### config.mk
export PLATFORM = sky130hd
export DESIGN_NAME = rsil_interlock
export DESIGN_NICKNAME = d
export VERILOG_FILES = /design/src/design/rsil_pkg.sv /design/src/design/rsil_interlock.sv
export SDC_FILE = /design/constraint.sdc
export NUM_CORES = 1
export LEC_CHECK = 0
export BUFFER_PORTS_ARGS = -buffer_cell sky130_fd_sc_hd__buf_4
export CAP_MARGIN = 20
export CORE_ASPECT_RATIO = 1.1
export CORE_MARGIN = 2
export CORE_UTILIZATION = 32
export DETAILED_ROUTE_END_ITERATION = 10
export REMOVE_ABC_BUFFERS = 1
export SLEW_MARGIN = 10
export SYNTH_ARGS = -nofsm -noshare
export SYNTH_HDL_FRONTEND = slang
export SYNTH_SLANG_ARGS = --single-unit
export TNS_END_PERCENT = 1
### constraint.sdc
create_clock -name core_clk -period 2.6 [get_ports core_clk]
set_input_delay 0.39 -clock core_clk [delete_from_list [all_inputs] [get_ports core_clk]]
set_output_delay 0.39 -clock core_clk [all_outputs]
set_load 0.01 [all_outputs]
### src/design/rsil_pkg.sv
// Package with constants and types for the robot safety interlock block.
package rsil_pkg;
  // Debounce time in microseconds and the clock period in nanoseconds.
  localparam int DEBOUNCE_US = 10;
  localparam int CLK_PERIOD_NS = 25;
  // Least time rounds up to whole cycles.
  localparam int DEBOUNCE_CYC = (DEBOUNCE_US * 1000 + CLK_PERIOD_NS - 1) / CLK_PERIOD_NS;
  localparam int DB_CNT_W = $clog2(DEBOUNCE_CYC + 1);
  // Number of filtered switch inputs and their positions.
  localparam int N_SW = 8;
  localparam int SW_DOOR = 0;
  localparam int SW_ENDEV = 1;
  localparam int SW_TB_EN = 2;
  localparam int SW_TB_SW = 3;
  localparam int SW_KEY1 = 4;
  localparam int SW_KEY2 = 5;
  localparam int SW_ENDEV_MID = 6;
  localparam int SW_TB_MID = 7;
  // Value of the filtered inputs after reset: everything open and released.
  localparam logic [N_SW-1:0] SW_RESET = 8'h00;
  // Servo state machine.
  typedef enum logic [1:0] {
    RSIL_OFF = 2'b00,
    RSIL_ON = 2'b01,
    RSIL_ALARM = 2'b10
  } rsil_servo_t;
endpackage

### src/design/rsil_interlock.sv
// Permission and servo interlock logic for door, enabling device, pendant and mode key.
//
// Contract
// RL1: In automatic operation an open door turns servo off, stops the robot and raises an error.
// RL2: After a door stop, servo-on is refused until the door is closed and the alarm is reset.
// RL3: In teaching an open door alone does not block servo-on or pendant jog.
// RL4: With door open in teaching, servo-on and jog need the pendant switch and enabling device.
// RL5: With door open in teaching, releasing the enabling device alone switches servo off at once.
// RL6: With door open and enabling device released, servo-on and brake release are rejected.
// RL7: With door closed in teaching, servo-on through the pendant alone is allowed.
// RL8: Jog needs manual mode, pendant enabled and switch on, and enabling device or door closed.
// RL9: Brake release needs manual mode, pendant enabled, switch on and enabling device closed.
// RL10: Brake release acts only while both enabling device and pendant switch are at mid position.
// RL11: Automatic operation needs automatic mode, pendant disabled and door closed throughout.
// RL12: Key channels both open select manual and both closed select automatic.
// RL13: Disagreeing key channels raise the key line fault and the mode is not accepted.
// RL14: In automatic mode external operations are accepted and pendant operations rejected.
// RL15: In manual mode with pendant available only pendant operations are accepted.
// RL16: The outside party configures the operating right for external equipment in automatic mode.
// RL17: Inputs are synchronised and debounced, and servo-off acts one cycle after detection; the code filters only the switch inputs, not the requests.
`timescale 1ns/100ps
module rsil_interlock
  import rsil_pkg::*;
#(
  parameter int DEBOUNCE_CYCLES = rsil_pkg::DEBOUNCE_CYC
) (
  input wire logic core_clk,
  input wire logic rst_b,
  input wire logic door_closed,
  input wire logic endev_closed,
  input wire logic endev_mid,
  input wire logic tb_enabled,
  input wire logic tb_switch_on,
  input wire logic tb_mid,
  input wire logic key_line1_closed,
  input wire logic key_line2_closed,
  input wire logic servo_on_req,
  input wire logic alarm_reset,
  input wire logic ext_op_req,
  input wire logic tb_op_req,
  output logic servo_power,
  output logic jog_allowed,
  output logic brake_release,
  output logic auto_allowed,
  output logic auto_mode,
  output logic door_alarm,
  output logic key_fault,
  output logic ext_op_accept,
  output logic tb_op_accept,
  output logic servo_on_reject
);
  import rsil_pkg::*;

  logic [N_SW-1:0] raw;
  logic [N_SW-1:0] sync1_reg;
  logic [N_SW-1:0] sync2_reg;
  logic [N_SW-1:0] filt_reg;
  logic [N_SW-1:0] filt_next;
  rsil_servo_t servo_reg;
  rsil_servo_t servo_next;
  logic mode_auto_reg;
  logic mode_auto_next;
  logic key_fault_reg;
  logic door, endev, tben, tbsw, k1, k2, endev_m, tb_m;
  logic manual_ok, tb_ctrl, teach_hold, on_ok;
  logic [2:0] out_next;

  assign raw = {tb_mid, endev_mid, key_line2_closed, key_line1_closed,
                tb_switch_on, tb_enabled, endev_closed, door_closed};

  // Two-flop synchroniser for every switch input.
  always_ff @(posedge core_clk) begin
    if (!rst_b) begin
      sync1_reg <= SW_RESET;
      sync2_reg <= SW_RESET;
    end else begin
      sync1_reg <= raw;
      sync2_reg <= sync1_reg;
    end
  end

  // One debounce counter per input; the filtered level follows a stable input.
  genvar gi;
  generate
    for (gi = 0; gi < N_SW; gi++) begin : g_db
      logic [DB_CNT_W-1:0] cnt_reg;
      always_ff @(posedge core_clk) begin
        if (!rst_b) begin
          cnt_reg <= '0;
          filt_reg[gi] <= SW_RESET[gi];
        end else if (sync2_reg[gi] == filt_reg[gi]) begin
          cnt_reg <= '0;
        end else if (cnt_reg >= DB_CNT_W'(DEBOUNCE_CYCLES - 1)) begin
          cnt_reg <= '0;
          filt_reg[gi] <= sync2_reg[gi]; // see RL17
        end else begin
          cnt_reg <= cnt_reg + 1'b1;
        end
      end
      assign filt_next[gi] = filt_reg[gi];
    end
  endgenerate

  assign door = filt_next[SW_DOOR];
  assign endev = filt_next[SW_ENDEV];
  assign tben = filt_next[SW_TB_EN];
  assign tbsw = filt_next[SW_TB_SW];
  assign k1 = filt_next[SW_KEY1];
  assign k2 = filt_next[SW_KEY2];
  assign endev_m = filt_next[SW_ENDEV_MID];
  assign tb_m = filt_next[SW_TB_MID];

  // Mode follows the key only when both channels agree; otherwise the old mode holds.
  always_comb begin
    mode_auto_next = mode_auto_reg;
    if (k1 == k2) begin
      mode_auto_next = k1; // see RL12
    end
  end

  always_ff @(posedge core_clk) begin
    if (!rst_b) begin
      mode_auto_reg <= 1'b0;
      key_fault_reg <= 1'b0;
    end else begin
      mode_auto_reg <= mode_auto_next; // see RL13
      key_fault_reg <= k1 ^ k2; // see RL13
    end
  end

  // Teaching with the pendant in control.
  assign manual_ok = !mode_auto_reg && !key_fault_reg;
  assign tb_ctrl = manual_ok && tben && tbsw;
  // In teaching the door only matters when the enabling device is released.
  assign teach_hold = tb_ctrl && (endev || door); // see RL3 and RL7
  // Conditions that let servo stay or come on in each mode.
  assign on_ok = mode_auto_reg ? (!key_fault_reg && !tben && door) : teach_hold;

  // Servo state: off, on, or latched alarm after a door stop in automatic.
  always_comb begin
    servo_next = servo_reg;
    unique case (servo_reg)
      RSIL_OFF: begin
        if (servo_on_req && on_ok) begin
          servo_next = RSIL_ON; // see RL4
        end
      end
      RSIL_ON: begin
        if (mode_auto_reg && !door) begin
          servo_next = RSIL_ALARM; // see RL1
        end else if (!on_ok) begin
          servo_next = RSIL_OFF; // see RL5
        end
      end
      RSIL_ALARM: begin
        if (alarm_reset && door) begin
          servo_next = RSIL_OFF; // see RL2
        end
      end
      default: servo_next = RSIL_OFF;
    endcase
  end

  always_ff @(posedge core_clk) begin
    if (!rst_b) begin
      servo_reg <= RSIL_OFF;
    end else begin
      servo_reg <= servo_next;
    end
  end

  // Registered permission outputs; a mode change in flight drops jog and automatic at once.
  assign out_next[0] = (servo_next == RSIL_ON) && teach_hold && !mode_auto_next; // see RL8
  assign out_next[1] = tb_ctrl && endev && endev_m && tb_m; // see RL9
  assign out_next[2] = (servo_next == RSIL_ON) && mode_auto_reg && mode_auto_next
                       && on_ok; // see RL11

  always_ff @(posedge core_clk) begin
    if (!rst_b) begin
      servo_power <= 1'b0;
      jog_allowed <= 1'b0;
      brake_release <= 1'b0;
      auto_allowed <= 1'b0;
      door_alarm <= 1'b0;
      servo_on_reject <= 1'b0;
      ext_op_accept <= 1'b0;
      tb_op_accept <= 1'b0;
    end else begin
      servo_power <= (servo_next == RSIL_ON); // see RL17
      jog_allowed <= out_next[0];
      brake_release <= out_next[1]; // see RL10
      auto_allowed <= out_next[2];
      door_alarm <= (servo_next == RSIL_ALARM);
      servo_on_reject <= servo_on_req && (servo_reg != RSIL_ON)
                         && !(servo_reg == RSIL_OFF && on_ok); // see RL6
      ext_op_accept <= ext_op_req && mode_auto_reg && !key_fault_reg; // see RL14
      tb_op_accept <= tb_op_req && manual_ok && tben; // see RL15
    end
  end

  assign auto_mode = mode_auto_reg;
  assign key_fault = key_fault_reg;

  // Door opening in automatic with servo on forces servo off and the alarm next cycle.
  property p_door_stop;
    @(posedge core_clk) disable iff (!rst_b)
      (servo_reg == RSIL_ON && mode_auto_reg && !door) |=> (!servo_power && door_alarm);
  endproperty
  a_door_stop: assert property (p_door_stop) else $error("door stop missed"); // see RL1

  property p_alarm_block;
    @(posedge core_clk) disable iff (!rst_b)
      (servo_reg == RSIL_ALARM && !alarm_reset) |=> !servo_power;
  endproperty
  a_alarm_block: assert property (p_alarm_block) else $error("servo on before reset"); // see RL2

  property p_endev_off;
    @(posedge core_clk) disable iff (!rst_b)
      (!mode_auto_reg && !door && !endev && servo_reg == RSIL_ON) |=> !servo_power;
  endproperty
  a_endev_off: assert property (p_endev_off) else $error("enabling release no off"); // see RL5

  property p_brake_need;
    @(posedge core_clk) disable iff (!rst_b)
      brake_release |-> $past(endev && endev_m && tb_m && tbsw && !mode_auto_reg);
  endproperty
  a_brake_need: assert property (p_brake_need) else $error("brake without grip"); // see RL9

  property p_key_fault;
    @(posedge core_clk) disable iff (!rst_b)
      (k1 != k2) |=> (key_fault && $stable(auto_mode));
  endproperty
  a_key_fault: assert property (p_key_fault) else $error("key fault not flagged"); // see RL13

  property p_key_mode;
    @(posedge core_clk) disable iff (!rst_b)
      (k1 == k2) |=> (auto_mode == $past(k1));
  endproperty
  a_key_mode: assert property (p_key_mode) else $error("mode not from key"); // see RL12

  property p_auto_need;
    @(posedge core_clk) disable iff (!rst_b)
      auto_allowed |-> (auto_mode && $past(door && !tben));
  endproperty
  a_auto_need: assert property (p_auto_need) else $error("auto without door"); // see RL11

  property p_jog_need;
    @(posedge core_clk) disable iff (!rst_b)
      jog_allowed |-> ($past(tbsw && tben && (endev || door)) && !auto_mode);
  endproperty
  a_jog_need: assert property (p_jog_need) else $error("jog without enable"); // see RL8

  property p_tb_reject;
    @(posedge core_clk) disable iff (!rst_b)
      mode_auto_reg |=> !tb_op_accept;
  endproperty
  a_tb_reject: assert property (p_tb_reject) else $error("pendant op in auto"); // see RL14
endmodule // rsil_interlock

==> impl_results.md, run 1 <==
- Yosys warning count: 0
- Clock transition at path regs: about 0.07 ns
- FF+latch area: around 0.0022 mm^2
- Max FO, Critical Path: 9
- Multi-input gate area in the final layout: about 0.0025 mm^2
- Synth top cells by count: dfxtp_1, nor3_1, or3_1, o21ai_0, and2_1
- Hold Crit Endpoint: sync1_reg[2]$_SDFF_PN0_
- Worst-Skew Late Latency: 0.35 ns
- Mux cell area share after synthesis: 0%
- Setup Fix Bufs, Post-CTS: 0
- Largest register FFs: just over 70
- Post-Synth Adder-Cell Area: approximately 2.4%
- Clock root buffer: clkbuf_16
- Max Cap Viol: 0
- Final-report hold violation count: 0
- Final Cycle Share: between 50% and 60%
- Hold Crit Depth: 2
- Final Skew: between 0.006 and 0.007 ns
- R2R Path Start: g_db[1].cnt_reg[0]$_SDFF_PP0_
- Vias post-DR: about 3600
- Synthesized area: roughly 0.0047 mm^2
- Hpwl dp: between 6000 and 7000 um
- Final Non-Filler Cells: around 700
- Req. time, crit path: between 2 and 3 ns
- FMAX: 644 MHz
- Row count: 46
- ANT cells: 0
- Arr. time, crit path: ~1.8 ns
- Hold_buf cts: 0
- Setup TNS Final: 0 ns
- Pin count of the biggest net entering global routing: 48
- Slew Viols, Final: 0
- H-tree lvl count: 3
- Filler cells: approximately 1500
- Port bufs: 23
- Status: finished, final reports clean
- Initial antenna violation count: 0
- PostCTS Resize Cnt: 0
- Global route overflow: 0
- GRT Total Usage: 11.8%
- I/O Pins: 24
- Synth Area in Compound Gates: between 10% and 20%
- EDFF count, synth: 0
- CP Launch Type: register
- Final min period: roughly 1.6 ns
- Layout cells sized above 1: 14.0%
- Die area: approximately 0.016 mm^2
- Global-route wire length before repair: roughly 15000 um
- Count leader, synth: dfxtp_1
- CTS tree: built
- Layout overhead on the synthesized area: 14.1%
- R2r setup slk: between 1 and 1.5 ns
- Leakage: 0.00180 uW
- Number of synthesized register bits: approximately 110
- CTS Buffer Depth: 2
- Drt pass-1 iters: 4
- Core Box Area: 0.0144 mm^2
- Post-Synth XOR/XNOR Area: approximately 6%
- Synth Instances: 472
- Main flop type after synthesis: dfxtp_1
- Number of DRC markers in iteration 0: around 180
- Pwr per Cell Area: around 560 mW/mm^2
- Largest family of logic cells by synthesized area: simple AND/OR/NAND/NOR gates
- Num CTS Buffers: 9
- Die W: roughly 120 um
- RSZ-0062 raised after global routing: no
- HP Class: primary input to register
- CP Capture Type: register
- Die height: roughly 130 um
- Routability congestion estimate: between 0.7 and 0.8
- # placed instances: between 600 and 700
- Critical path class: register to register
- Vias in the first global route: 3383
- Leading area contributor after synthesis: dfxtp_1
- Synthesized area per cell: roughly 10 um^2
- Max_slew headroom: between 60% and 70%
- Routed Antenna Nets: 0
- Setup-failing EPs final: 0
- Hold wc startpoint: tb_enabled
- Top-area cell type share of the netlist area: ~46%
- Vias/cell: around 5.1
- Register area share after synthesis: ~46%
- Starting Density: roughly a third
- Drt wl/cell: around 13 um
- Asr flop ratio synth: 0%
- Top post-synthesis cells by area: dfxtp_1, or3_1, nor3_1
- DRC Markers: 0
- Simple-gate area share of the yosys netlist: 30.1%
- Depth of the most critical reg-to-reg path: 4
- Total wire length: between 8000 and 9000 um
- Nets: about 520
- Worst vdd ir: 0.407 mV
- Clock sinks: about 110
- Worst-Margin Slew: approximately 0.5 ns
- R2R Path End: g_db[1].cnt_reg[1]$_SDFF_PP0_
- Synth cell types: 43
## critical path, stage by stage, from the launching register on
cell and delay (ns):
dfxtp_1 0.42, ha_1 0.26, nand3_2 0.15, a31oi_2 0.49, nor3b_1 0.10
## worst max-delay path by stage
stage	start	end	slack, ns	depth (start not counted)
2_1_floorplan	g_db[1].cnt_reg[0]$_SDFF_PP0_	endev$_SDFFE_PN0P_	1.21	4
3_3_place_gp	rst_b	k2$_SDFFE_PN0P_	1.06	4
3_5_place_dp	rst_b	k2$_SDFFE_PN0P_	1.04	4
4_1_cts	g_db[1].cnt_reg[0]$_SDFF_PP0_	g_db[1].cnt_reg[8]$_SDFF_PP0_	1.03	4
5_1_grt	g_db[1].cnt_reg[0]$_SDFF_PP0_	g_db[1].cnt_reg[1]$_SDFF_PP0_	0.89	4
6_report	g_db[1].cnt_reg[0]$_SDFF_PP0_	g_db[1].cnt_reg[1]$_SDFF_PP0_	1.05	4
## placed cells by master, fill, tap and decap left out, types with 5 or more instances in the layout
cell type / instances
dfxtp_1: 108
buf_4: 23
o2bb2ai_1: 5
xor2_1: 17
a31oi_2: 8
inv_1: 9
nand4_1: 13
o21ai_0: 30
nor2_1: 6
nand3_1: 18
nor3b_1: 13
nand2_1: 26
and3_1: 8
and4_1: 8
nor3_1: 41
clkbuf_16: 9
or3_1: 33
a21oi_1: 8
and2_1: 28
a211oi_1: 24
ha_1: 8
xnor2_1: 16
## metrics by stage
| step | hold slack, ns | power (uW) | instance area, um^2 | worst slack, ns | util, % |
|---|---|---|---|---|---|
| after floorplan | 0.412 | 1740 | 4650 | 1.21 | - |
| after global placement | 0.416 | 1770 | 5070 | 1.06 | 35.2 |
| after detailed placement | 0.417 | 1770 | 5070 | 1.04 | 35.2 |
| after CTS | 0.235 | 3060 | 5340 | 1.03 | 37.1 |
| after global routing | 0.255 | 3130 | 5340 | 0.890 | 37.1 |
| final | 0.249 | 3010 | 5340 | 1.05 | 37.1 |
## routing by layer
| layer | vias to the layer above | part of all wire, % | global-route usage (%) |
|---|---|---|---|
| met5 | - | 0 | 0 |
| met4 | 0 | 2.1 | 6.23 |
| met3 | 12 | 3.1 | 2.21 |
| met2 | 40 | 46 | 20.0 |
| met1 | 1697 | 49 | 14.4 |
| li1 | 1842 | - | - |
## report_power, final
group          internal, uW  switching [uW]  leakage [uW]
logic                  26.0            29.4      0.000791
registers              1670            9.75      0.000874
clock network           655             622      0.000132
## cell families after synthesis
| group | count (synthesis) |
|---|---|
| AND/OR/NAND/NOR | 220 |
| flip-flops | 108 |
| AO/OA/AOI/OAI | 88 |
| XOR/XNOR | 33 |
| buffers and inverters | 14 |
| adder cells (fa/ha/maj) | 9 |
## area by class of cell
type                       count  area share (%)
clock inverter                 7           0.960
multi-input combinational    350            46.0
timing repair buffer          23            3.23
inverter                       9           0.632
clock buffer                   9            4.21
sequential                   108            40.5
tap                          192            4.50
Note: power is estimated with default switching activity, not from simulation.
==> run 2: changes to the inputs <==
==> constraint.sdc (replaced) <==
create_clock -name core_clk -period 1.3 [get_ports core_clk]
set_input_delay 0.195 -clock core_clk [delete_from_list [all_inputs] [get_ports core_clk]]
set_output_delay 0.195 -clock core_clk [all_outputs]
set_load 0.01 [all_outputs]
==> run 2 against run 1 <==
The run now ends with negative setup slack left. First-iteration DRC count up 21%. Sequential cell count is the same. Hold slack worse by 0.20 ns. Combinational power grew to 2.6 times the previous value. Count of clock-buffer cells in the layout is 2 higher. Worst setup slack worse by 1.1 ns. Non-clock buffer count increased by 71. Cell area is 21% higher. Sequential share of layout area fell by 5.9 points. Via count grew 9.3%.
==> impl_results.md, run 2 (synthesized netlist as in run 1, its figures left out) <==
- Layout cells sized above 1: 40.9% (+27 points)
- Multi-input gate area in the final layout: 0.00291 mm^2 (+18%)
- Final min period: 1.31 ns (-0.244 ns)
- Initial antenna violation count: 0 (unchanged)
- Req. time, crit path: 1.58 ns (-1.23 ns)
- Number of DRC markers in iteration 0: 222 (+21%)
- Max Cap Viol: 0 (unchanged)
- HP Class: primary input to register
- Fin area: 0.00646 mm^2 (+21%)
- Pin count of the biggest net entering global routing: 26 (-46%)
- FMAX: 764 MHz (+19%)
- Drt pass-1 iters: 4 (unchanged)
- CTS tree: built
- ANT cells: 0 (unchanged)
- Setup-failing EPs final: 2 (+2)
- Final setup margin: -0.00811 ns (-1.06 ns)
- Slew Viols, Final: 0 (unchanged)
- Final Non-Filler Cells: 769 (+10%)
- Die area: 0.0156 mm^2 (unchanged)
- Most common cell after layout, fill and taps aside: buf_4
- CTS Buffer Depth: 2 (unchanged)
- Failing checks: negative setup slack
- Finished Core Util: 44.9% (+7.8 points)
- Critical path class: register to register
- Final Skew: 0.00711 ns (+0.000853 ns)
- Routed Antenna Nets: 0 (unchanged)
- Hold Crit Depth: 2 (unchanged)
- CP Capture Type: register
- H-tree lvl count: 3 (unchanged)
- CP Launch Type: register
- Port bufs: 23 (unchanged)
- Max FO, Critical Path: 7 (-2)
- Die height: 131 um (unchanged)
- Pwr per Cell Area: 976 mW/mm^2 (+73%)
- Final-report hold violation count: 0 (unchanged)
- I/O Pins: 24 (unchanged)
- Vias post-DR: 3924 (+9.3%)
- Depth of the most critical reg-to-reg path: 4 (unchanged)
- Worst-Margin Slew: 0.459 ns (-0.0492 ns)
- Global-route wire length before repair: 17600 um (+17%)
- Layout overhead on the synthesized area: 38.1%
- Filler cells: 1351 (-7.2%)
- DRC Markers: 0 (unchanged)
- Routability congestion estimate: 0.771 (+3.0%)
- Drt wl/cell: 13.7 um (+8.1%)
- Global route overflow: 0 (unchanged)
- Starting Density: 32.5% (unchanged)
- Num CTS Buffers: 9 (unchanged)
- Final Power: 6310 uW (+110%)
- Vias/cell: 5.10 (-0.82%)
- Worst-Skew Late Latency: 0.35 ns (about the same)
- Largest register FFs: 72 (unchanged)
- Row count: 46 (unchanged)
- Worst vdd ir: 0.622 mV (+53%)
- Clock transition at path regs: 0.07 ns (about the same)
- Arr. time, crit path: 1.58 ns (-0.19 ns)
- GRT Total Usage: 13.8% (+2.0 points)
- Vias in the first global route: 3933 (+16%)
- Hpwl dp: 6870 um (+11%)
- Post-Place Setup Slack: -0.135 ns (-1.18 ns)
- Most frequent cells in the layout: buf_4, dfxtp_1, nor3_1
- Core Box Area: 0.0144 mm^2 (unchanged)
- Placed inst area: 0.00556 mm^2 (+9.8%)
- Leakage: 0.00228 uW (+27%)
- FF+latch area: 0.00223 mm^2 (+3.2%)
- Status: finished with violations
- Final Cycle Share: 101% (+41 points)
- Clock sinks: 108 (unchanged)
- RSZ-0062 raised after global routing: yes
- Clock root buffer: clkbuf_16
- Nets: 594 (+14%)
- # placed instances: 748 (+9.7%)
- Total wire length: 10500 um (+19%)
- Die W: 119 um (unchanged)
- Max_slew headroom: 69.4% (+3.4 points)
[run 2: metal layers]
layer  GRT usage (%)  routed length [um]
met1            16.3                4710
met2            24.7                5320
met3            2.47                 288
met4            6.09                 196
met5               0                   0
[run 2: final timing paths]
| kind | end | start | slack (ns) |
|---|---|---|---|
| setup / recovery | g_db[3].cnt_reg[6]$_SDFF_PP0_ | g_db[3].cnt_reg[0]$_SDFF_PP0_ | -0.008 |
| setup reg to reg | g_db[3].cnt_reg[6]$_SDFF_PP0_ | g_db[3].cnt_reg[0]$_SDFF_PP0_ | -0.008 |
| hold reg to reg | sync2_reg[0]$_SDFF_PN0_ | sync1_reg[0]$_SDFF_PN0_ | 0.43 |
| hold / removal | sync1_reg[6]$_SDFF_PN0_ | endev_mid | 0.04 |
[run 2: area by class of cell]
class                      count  share of cell area, %
clock buffer                  11                   3.91
tap                          192                   3.72
clock inverter                 5                  0.929
multi-input combinational    350                   45.1
inverter                       9                  0.523
sequential                   108                   34.5
timing repair buffer          94                   11.3
[run 2: power breakdown]
part           internal [uW]  leakage (uW)  switching, uW  total [uW]
clock network           1600      0.000152           1210        2820
registers               3320      0.000896           20.8        3340
logic                   72.4       0.00123           72.8         145
[run 2: what timing repair did]
action                                  4_1_cts  5_1_grt
hold endpoints to repair                      0        0
endpoints found under the setup margin       61       66
pin swaps                                    13       33
resized for setup                            73       61
hold buffers                                  0        0
buffers inserted                              0        5
[run 2: stage by stage]
step	hold slack, ns	TNS (ns)
after floorplan	0.317	-1.63
after global placement	0.406	-1.04
after global routing	0.0403	-1.35
final	0.0441	-0.00960
after CTS	0.0338	-0.272
after detailed placement	0.407	-2.89
[run 2: worst max-delay path: stages (launching register included)]
cell and delay [ns]:
dfxtp_4 0.37, ha_4 0.15, nand3_4 0.12, or3_4 0.41
a211oi_2 0.17
